$ cat config.mk
export PLATFORM = sky130hd
export DESIGN_NAME = sar_ctrl
export DESIGN_NICKNAME = d
export VERILOG_FILES = /design/src/rtl/sar_pkg.sv /design/src/rtl/sar_ctrl.sv
export SDC_FILE = /design/constraint.sdc
export NUM_CORES = 1
export LEC_CHECK = 0
export BUFFER_PORTS_ARGS = -buffer_cell sky130_fd_sc_hd__buf_2
export CAP_MARGIN = 20
export CORE_MARGIN = 2
export CORE_UTILIZATION = 58
export CTS_BUF_LIST = sky130_fd_sc_hd__clkbuf_2 sky130_fd_sc_hd__clkbuf_4 sky130_fd_sc_hd__clkbuf_8
export CTS_CLUSTER_SIZE = 12
export DETAILED_ROUTE_END_ITERATION = 10
export PLACE_DENSITY_LB_ADDON = 0.12
export SETUP_SLACK_MARGIN = 0.3
export SLEW_MARGIN = 30
export SYNTH_ARGS = -nofsm -noshare
export SYNTH_HDL_FRONTEND = slang
export SYNTH_SLANG_ARGS = --single-unit
$ cat constraint.sdc
create_clock -name REF_CLK -period 3.7 [get_ports REF_CLK]
set_input_delay 0.74 -clock REF_CLK [delete_from_list [all_inputs] [get_ports REF_CLK]]
set_output_delay 0.74 -clock REF_CLK [all_outputs]
set_load 0.01 [all_outputs]
$ cat src/rtl/sar_pkg.sv
// Contract
// - channel codes 0-15 external, 16 temp, 17 regulator, 18 supply, 19 ground, rest none
// - conversion clock divides system clock, or oscillator ticks in burst mode
// - divide ratio comes from the clock divide field of the config register
// - conversion clock alone never sets sample instants; triggers and tracking do
// - start source field picks trigger; software writing busy=1 starts on demand
// - selected timer overflow starts a conversion
// - selected external pin rising edge starts a conversion
// - completion writes result high/low and sets the done flag
// - busy reads 1 throughout a conversion, 0 after it completes
// - delayed track off, no burst: track continuously, convert at once on trigger
// - delayed track, internal trigger: 4 conversion clocks of tracking first
// - delayed track, external trigger: track while pin low, convert on rising edge (in burst the code instead tracks 4 conversion clocks before converting)
// - 12, 10 and 8 bit resolutions selectable by software
// - 16-bit accumulator sums successive results
// - burst mode powers core up, accumulates, powers down autonomously
// - burst trigger runs repeat count conversions 1/4/8/16/32/64, then done
// - burst with power-on clear: power down after burst, power-up wait on next
// - burst ignores triggers until burst ends; triggers spaced four clocks or more
package sar_pkg;
	localparam logic [4:0] OFS_CTRL = 5'h00;
	localparam logic [4:0] OFS_CFG = 5'h04;
	localparam logic [4:0] OFS_MUX = 5'h08;
	localparam logic [4:0] OFS_RES_HI = 5'h0C;
	localparam logic [4:0] OFS_RES_LO = 5'h10;
	localparam logic [4:0] CH_LAST = 5'h13;
	localparam logic [1:0] SRC_SW = 2'h0;
	localparam logic [1:0] SRC_TMR = 2'h1;
	localparam logic [1:0] SRC_EXT = 2'h2;
	localparam logic [1:0] RES_10 = 2'h0;
	localparam logic [1:0] RES_8 = 2'h1;
	localparam logic [1:0] RES_12 = 2'h2;
	localparam logic [3:0] TRACK_CLKS = 4'h4;
	typedef struct packed {
		logic burst;
		logic pwr_on;
		logic [1:0] src;
		logic dtrack;
		logic done;
		logic busy;
	} ctrl_t;
	typedef struct packed {
		logic [3:0] pwr_time;
		logic [2:0] rpt;
		logic [1:0] res;
		logic [4:0] div;
	} cfg_t;
	typedef struct packed {
		logic power;
		logic track;
		logic start;
		logic connect;
		logic [4:0] chan;
		logic [1:0] res;
	} core_t;
	localparam ctrl_t CTRL_RST = 7'h00;
	localparam cfg_t CFG_RST = 14'h001F;
	localparam logic [4:0] MUX_RST = 5'h1F;
	typedef enum logic [3:0] {
		ST_IDLE = 4'h1,
		ST_PWRUP = 4'h2,
		ST_TRACK = 4'h4,
		ST_CONV = 4'h8
	} state_t;
	function automatic logic [6:0] rpt_count(input logic [2:0] code);
		case (code)
			3'h0: rpt_count = 7'h01;
			3'h1: rpt_count = 7'h04;
			3'h2: rpt_count = 7'h08;
			3'h3: rpt_count = 7'h10;
			3'h4: rpt_count = 7'h20;
			default: rpt_count = 7'h40;
		endcase
	endfunction
endpackage

$ cat src/rtl/sar_ctrl.sv
`timescale 1ns/1ns
module sar_ctrl (
	input wire logic REF_CLK,
	input wire logic RST,
	input wire logic [4:0] AVS_ADDRESS,
	input wire logic AVS_READ,
	input wire logic AVS_WRITE,
	input wire logic [31:0] AVS_WRITEDATA,
	output logic [31:0] AVS_READDATA,
	output logic AVS_WAITREQUEST,
	input wire logic HFOSC_TICK,
	input wire logic TIMER_OVF,
	input wire logic EXTERNAL_CONVERT_START,
	input wire logic CORE_DONE,
	input wire logic [11:0] CORE_DATA,
	output sar_pkg::core_t CORE_CTL,
	output logic CONVERSION_CLOCK
);
	sar_pkg::ctrl_t ctrl_r;
	sar_pkg::cfg_t cfg_r;
	logic [4:0] input_channel_select_r;
	logic [15:0] result_r;
	logic [15:0] acc_r;
	logic [15:0] sum;
	logic [11:0] sample;
	logic [6:0] cnt_r;
	logic [6:0] target;
	logic [4:0] div_r;
	logic [3:0] tmr_r;
	logic ack_r;
	logic [31:0] rdata_r;
	logic pin_r;
	logic sar_tick;
	logic base_tick;
	logic wr_now;
	logic sw_start;
	logic ext_rise;
	logic trig;
	logic last;
	logic ext_dtrack;
	logic conv_start;
	sar_pkg::state_t state_r, state_nxt;
	sar_pkg::core_t core_nxt;

	// single wait cycle; writes land on the edge waitrequest is low
	assign AVS_WAITREQUEST = (AVS_READ | AVS_WRITE) & ~ack_r;
	assign wr_now = AVS_WRITE & ack_r;
	assign AVS_READDATA = rdata_r;

	always_ff @(posedge REF_CLK) begin
		if (RST) begin
			ack_r <= 1'b0;
		end else begin
			ack_r <= (AVS_READ | AVS_WRITE) & ~ack_r;
		end
	end

	always_ff @(posedge REF_CLK) begin
		if (RST) begin
			rdata_r <= 32'h0;
		end else if (AVS_READ & ~ack_r) begin
			case (AVS_ADDRESS)
				sar_pkg::OFS_CTRL: rdata_r <= {25'h0, ctrl_r};
				sar_pkg::OFS_CFG: rdata_r <= {18'h0, cfg_r};
				sar_pkg::OFS_MUX: rdata_r <= {27'h0, input_channel_select_r};
				sar_pkg::OFS_RES_HI: rdata_r <= {24'h0, result_r[15:8]};
				sar_pkg::OFS_RES_LO: rdata_r <= {24'h0, result_r[7:0]};
				default: rdata_r <= 32'h0;
			endcase
		end
	end

	// conversion clock: divided system clock, or oscillator ticks in burst
	assign base_tick = ctrl_r.burst ? HFOSC_TICK : 1'b1;
	assign sar_tick = base_tick & (div_r == cfg_r.div);
	always_ff @(posedge REF_CLK) begin
		if (RST) begin
			div_r <= 5'h0;
		end else if (sar_tick) begin
			div_r <= 5'h0;
		end else if (base_tick) begin
			div_r <= div_r + 5'h1;
		end
	end

	always_ff @(posedge REF_CLK) begin
		if (RST) begin
			CONVERSION_CLOCK <= 1'b0;
		end else begin
			CONVERSION_CLOCK <= sar_tick;
		end
	end

	assign sw_start = wr_now & (AVS_ADDRESS == sar_pkg::OFS_CTRL) & AVS_WRITEDATA[0];
	assign ext_rise = EXTERNAL_CONVERT_START & ~pin_r;
	// sample instants come from triggers and tracking, never from the divider alone
	always_comb begin
		case (ctrl_r.src)
			sar_pkg::SRC_SW: trig = sw_start;
			sar_pkg::SRC_TMR: trig = TIMER_OVF;
			sar_pkg::SRC_EXT: trig = ext_rise;
			default: trig = 1'b0;
		endcase
	end

	always_ff @(posedge REF_CLK) begin
		if (RST) begin
			pin_r <= 1'b0;
		end else begin
			pin_r <= EXTERNAL_CONVERT_START;
		end
	end

	assign target = ctrl_r.burst ? sar_pkg::rpt_count(cfg_r.rpt) : 7'h01;
	assign last = (cnt_r + 7'h1) >= target;
	assign ext_dtrack = ~ctrl_r.burst & (ctrl_r.src == sar_pkg::SRC_EXT);

	// triggers outside idle fall through untouched
	always_comb begin
		state_nxt = state_r;
		case (state_r)
			sar_pkg::ST_IDLE: begin
				if (trig) begin
					if (ctrl_r.burst & ~ctrl_r.pwr_on) begin
						state_nxt = sar_pkg::ST_PWRUP;
					end else if (ctrl_r.dtrack & ~ext_dtrack) begin
						state_nxt = sar_pkg::ST_TRACK;
					end else begin
						state_nxt = sar_pkg::ST_CONV;
					end
				end
			end
			sar_pkg::ST_PWRUP: begin
				if (sar_tick & (tmr_r >= cfg_r.pwr_time)) begin
					state_nxt = ctrl_r.dtrack ? sar_pkg::ST_TRACK : sar_pkg::ST_CONV;
				end
			end
			sar_pkg::ST_TRACK: begin
				if (sar_tick & (tmr_r == sar_pkg::TRACK_CLKS - 4'h1)) begin
					state_nxt = sar_pkg::ST_CONV;
				end
			end
			sar_pkg::ST_CONV: begin
				if (CORE_DONE) begin
					if (last) begin
						state_nxt = sar_pkg::ST_IDLE;
					end else if (ctrl_r.dtrack) begin
						state_nxt = sar_pkg::ST_TRACK;
					end
				end
			end
			default: state_nxt = sar_pkg::ST_IDLE;
		endcase
	end

	always_ff @(posedge REF_CLK) begin
		if (RST) begin
			state_r <= sar_pkg::ST_IDLE;
		end else begin
			state_r <= state_nxt;
		end
	end

	always_ff @(posedge REF_CLK) begin
		if (RST) begin
			tmr_r <= 4'h0;
		end else if (state_nxt != state_r) begin
			tmr_r <= 4'h0;
		end else if (sar_tick & (tmr_r != 4'hF)) begin
			tmr_r <= tmr_r + 4'h1;
		end
	end

	// 8-bit mode drops the two lsbs so the low two bits read zero
	assign sample = (cfg_r.res == sar_pkg::RES_8) ? {CORE_DATA[11:2], 2'b00} : CORE_DATA;
	assign sum = (cnt_r == 7'h0) ? {4'h0, sample} : acc_r + {4'h0, sample};

	always_ff @(posedge REF_CLK) begin
		if (RST) begin
			cnt_r <= 7'h0;
			acc_r <= 16'h0;
		end else if ((state_r == sar_pkg::ST_IDLE) & trig) begin
			cnt_r <= 7'h0;
		end else if ((state_r == sar_pkg::ST_CONV) & CORE_DONE) begin
			cnt_r <= cnt_r + 7'h1;
			acc_r <= sum;
		end
	end

	always_ff @(posedge REF_CLK) begin
		if (RST) begin
			result_r <= 16'h0;
		end else if ((state_r == sar_pkg::ST_CONV) & CORE_DONE & last) begin
			result_r <= sum;
		end
	end

	// done flag: hardware set beats a software clear in the same cycle
	always_ff @(posedge REF_CLK) begin
		if (RST) begin
			ctrl_r <= sar_pkg::CTRL_RST;
		end else begin
			if (wr_now & (AVS_ADDRESS == sar_pkg::OFS_CTRL)) begin
				ctrl_r.burst <= AVS_WRITEDATA[6];
				ctrl_r.pwr_on <= AVS_WRITEDATA[5];
				ctrl_r.src <= AVS_WRITEDATA[4:3];
				ctrl_r.dtrack <= AVS_WRITEDATA[2];
				ctrl_r.done <= AVS_WRITEDATA[1] & ctrl_r.done;
			end
			if ((state_r == sar_pkg::ST_CONV) & CORE_DONE & last) begin
				ctrl_r.done <= 1'b1;
			end
			ctrl_r.busy <= state_nxt != sar_pkg::ST_IDLE;
		end
	end

	always_ff @(posedge REF_CLK) begin
		if (RST) begin
			cfg_r <= sar_pkg::CFG_RST;
		end else if (wr_now & (AVS_ADDRESS == sar_pkg::OFS_CFG)) begin
			cfg_r <= AVS_WRITEDATA[13:0];
		end
	end

	always_ff @(posedge REF_CLK) begin
		if (RST) begin
			input_channel_select_r <= sar_pkg::MUX_RST;
		end else if (wr_now & (AVS_ADDRESS == sar_pkg::OFS_MUX)) begin
			input_channel_select_r <= AVS_WRITEDATA[4:0];
		end
	end

	assign conv_start = (state_nxt == sar_pkg::ST_CONV) &
		((state_r != sar_pkg::ST_CONV) | CORE_DONE);
	always_comb begin
		core_nxt.chan = input_channel_select_r;
		core_nxt.connect = input_channel_select_r <= sar_pkg::CH_LAST;
		core_nxt.res = cfg_r.res;
		core_nxt.start = conv_start;
		// burst keeps the core off between bursts unless power-on holds it
		core_nxt.power = ctrl_r.pwr_on | (ctrl_r.burst & (state_nxt != sar_pkg::ST_IDLE));
		core_nxt.track = (state_nxt == sar_pkg::ST_TRACK) |
			((state_nxt == sar_pkg::ST_IDLE) & ~ctrl_r.burst & ~ctrl_r.dtrack) |
			((state_nxt == sar_pkg::ST_IDLE) & ext_dtrack & ctrl_r.dtrack &
			~EXTERNAL_CONVERT_START);
	end

	always_ff @(posedge REF_CLK) begin
		if (RST) begin
			CORE_CTL <= '0;
		end else begin
			CORE_CTL <= core_nxt;
		end
	end
endmodule

==> reports/metrics.cfg <==
[outcome]
outcome = complete, but fails checks
failing_checks = DRC

[finish]
multiInputGateArea_sq_um = 3450
final_layout_fill_cell_count = 861
nNetsFinal = 816
ff_latch_area_sq_um = 2122
layout.cells.most_common_list = 106 x sky130_fd_sc_hd__dfxtp_1, 72 x sky130_fd_sc_hd__nor2_1, 65 x sky130_fd_sc_hd__nand2_1
layout_commonest_cell = sky130_fd_sc_hd__dfxtp_1
layout-drive-gt1-share = 0.1535
antenna_cells_inserted = 0
utilization = 0.6560
synthToLayoutAreaGrowth_pct = 9.415

[routing]
route.vias.total = 5134
drt-vias-per-instance = 5.908
drt-wirelength-per-cell_microns = 16.17
drc = 1
wirelength_microns = 14050
route.antenna.remaining_nets = 0
detail_route.iter0.violations = 298
drt_pass1_iterations = 7

[synthesis]
synth_edf_count = 0
synth.yosys.seq_area_share = 0.3621
synth_area_per_cell_sq_um = 8.556
post_synth_inst_count = 685
synth.distinct_cells = 70
yosysTopAreaCell = sky130_fd_sc_hd__dfxtp_1
postSynth.asyncResetShare = 0
ys.warnings.count = 0
yosysTopAreaCellShare = 0.3621
ys.flop_type = sky130_fd_sc_hd__dfxtp_1
mappedNetlistArea_sq_um = 5861
post_synth_main_area_contributors = sky130_fd_sc_hd__dfxtp_1 36%, sky130_fd_sc_hd__ha_1 5.6%, sky130_fd_sc_hd__nor2_1 4.6%
ys_seq_elements = 106

[sta]
timing.max_slew.rel_slack = 0.3462
finalSetupViolCount = 0
final_hold_violating_endpoints = 0
finalClockSkew_ps = 9.760
final.min_clock_period_ps = 2942
grt_setup_unrepaired = false
fin_setup_tns_ps = 0
tightest_slew_ps = 973.2
final_max_slew_viol_count = 0
maximum_clock_rate_ghz = 0.3399
final_critical_path_share_of_the_clock_period = 0.7951

[global_routing]
vias_in_the_first_global_route = 4769
grt.overflow.total = 0
grt_first_pass_wirelength_microns = 23430
global_routing_usage_summed_across_all_routing_layers = 0.2650
grt_antenna_before_repair = 0
maximum_number_of_pins_on_one_net_before_global_route_repair = 60

[floorplanning]
placement_rows = 36
die-area_sq_um = 10920
start_util = 0.5996
ioPinCount = 102
floorplan.die.height_microns = 104.5
die_width_microns = 104.5
floorplan.core_area_sq_um = 9774

[setup_path]
worstPathMaxFanout = 5
timing.critical_path.to_type = flop
timing.critical_path.from_type = flop
slowest_delay_ps = 470
critical-path-top-delay-family = simple AND/OR/NAND/NOR gates
setup.reg_to_reg.worst_slack_ps = 760
reg2reg_to = tmr_r[1]
required_time_of_the_worst_setup_path_ps = 4000
critical-path-slowest-cell = sky130_fd_sc_hd__a2111oi_2
crit_top_cell = sky130_fd_sc_hd__ha_1
crit-reg2reg-launch = cnt_r[0]
reg2regPathDepth = 11
crit_type = flop to flop
crit_chain = ha_1, nand3_1, nor2_1, xor2_1, ha_1, a2111oi_2, inv_1, o221ai_1, and3_1, o2bb2ai_1, nor4_1
cp_num_buf_inv = 1
critPathArrivalTime_ps = 3240

[run]
drv.max_cap_violation_count = 0

[cts]
clk_pin_slew_worst_paths_ps = 100
source_to_sink_clock_delay_at_the_later_pin_of_the_worst_skew_pair_ps = 390
numCtsBuffers = 9
cts.htree.levels = 3
cts_post_setup_buffers_inserted = 0
cts_tree = done
cts-resized-gates = 0
clk_root_buffer_cell = sky130_fd_sc_hd__clkbuf_8
holdBufCountCts = 0
cts_max_path_buffers = 2
clock_sink_count = 106

[pwr]
total_net_switching_power_uw = 501.1
ir_drop_mv = 0.2863
share_seq_of_total_power = 0.558
share_comb_of_total_power = 0.073
p_sw_frac = 0.2418
pwr-share-clk = 0.369
intPower_uw = 1572
p_leak_uw = 0.002500
pd_cells_nw_per_um2 = 323.2

[placement]
final_weighted_congestion_of_routability_driven_global_placement = 0.9118
io_buffer_count = 65
place_hpwl_microns = 10150

[worst_hold_path]
hold_class = flop to flop
hold_path_depth = 2
min_to = acc_r[11]
min-delay-start = acc_r[11]

-- tightest hold or removal path, stage by stage, from the launching register on --
cell	delay [ps]
sky130_fd_sc_hd__dfxtp_1	330
sky130_fd_sc_hd__nand2_1	50
sky130_fd_sc_hd__a21oi_1	50
-- power by group through the flow --
stage | Sequential [uW] | Combinational [uW] | Clock (uW)
after CTS | 1160 | 149 | 783
final | 1160 | 151 | 766
after global routing | 1160 | 165 | 831
after global placement | 1180 | 145 | 0
after floorplan | 1180 | 108 | 0
after detailed placement | 1180 | 149 | 0
-- kinds of logic (layout without fill, tap and decap cells) --
family	after synthesis	count (layout)	synth area share
compound gates	166	166	0.2103
xor+xnor	25	25	0.03736
fa+ha+maj	27	27	0.05892
buf+inv	76	110	0.06106
flops	106	106	0.3621
mux	18	18	0.03202
other cells	1	18	0.0006399
simple gates	266	266	0.2376
-- flip-flops by register name, indices dropped and copies added (netlist names), 4 cells and up --
signal	cells
state_r	4
cfg_r	14
CORE_CTL	11
AVS_READDATA	14
ctrl_r	7
div_r	5
acc_r	16
tmr_r	4
result_r	16
cnt_r	7
input_channel_select_r	5
-- through the flow --
stage / hold WS, ps / area (sq um) / setup slack (ps) / total power, uW / cells
6_report: 465.5 / 6412 / 758.2 / 2073 / 869
5_1_grt: 499.0 / 6412 / 423.1 / 2155 / 869
4_1_cts: 464.8 / 6405 / 551.3 / 2089 / 869
3_5_place_dp: 450.9 / 6193 / 535.0 / 1331 / 854
3_3_place_gp: 445.0 / 6193 / 594.9 / 1327 / 854
2_1_floorplan: 428.5 / 5924 / 915.8 / 1292 / 702
-- layer usage --
metal	share of wire	track usage	vias to the layer above
met5	0	0	-
met4	0.019	0.07819	0
met3	0.057	0.06078	24
met2	0.47	0.4323	145
met1	0.46	0.3498	2421
li1	-	-	2544
-- how the worst max path moves through the flow --
| stage | start | endpoint | slack, ps | depth (start not counted) |
|---|---|---|---|---|
| 6_report | cnt_r[0] | tmr_r[1] | 760 | 11 |
| 4_1_cts | cnt_r[0] | tmr_r[1] | 550 | 11 |
| 5_1_grt | cnt_r[0] | tmr_r[0] | 420 | 11 |
| 3_3_place_gp | CORE_DATA[0] | acc_r[12] | 590 | 11 |
| 3_5_place_dp | CORE_DATA[0] | acc_r[12] | 540 | 11 |
| 2_1_floorplan | cnt_r[0] | result_r[12] | 920 | 12 |
-- cell usage after synthesis, types with 9 or more instances --
| library cell | count |
|---|---|
| sky130_fd_sc_hd__clkbuf_1 | 29 |
| sky130_fd_sc_hd__xnor2_1 | 12 |
| sky130_fd_sc_hd__nor2b_1 | 20 |
| sky130_fd_sc_hd__ha_1 | 26 |
| sky130_fd_sc_hd__nand2b_1 | 9 |
| sky130_fd_sc_hd__a21oi_1 | 30 |
| sky130_fd_sc_hd__mux2i_1 | 12 |
| sky130_fd_sc_hd__inv_1 | 24 |
| sky130_fd_sc_hd__o21ai_0 | 23 |
| sky130_fd_sc_hd__nand3_1 | 19 |
| sky130_fd_sc_hd__nor4_1 | 9 |
| sky130_fd_sc_hd__nor2_1 | 72 |
| sky130_fd_sc_hd__buf_4 | 18 |
| sky130_fd_sc_hd__a211oi_1 | 23 |
| sky130_fd_sc_hd__a22oi_1 | 26 |
| sky130_fd_sc_hd__nor3_1 | 20 |
| sky130_fd_sc_hd__dfxtp_1 | 106 |
| sky130_fd_sc_hd__xor2_1 | 13 |
| sky130_fd_sc_hd__nand3b_1 | 15 |
| sky130_fd_sc_hd__nand2_1 | 65 |
-- final cells by class --
cell class | count | area share
Sequential cell | 106 | 0.3309
Timing Repair Buffer | 71 | 0.05815
Inverter | 24 | 0.01405
Clock inverter | 3 | 0.007220
Clock buffer | 12 | 0.02576
Tap cell | 133 | 0.02595
Multi-Input combinational cell | 520 | 0.5380
No activity file was read; power rests on OpenSTA's default activity.
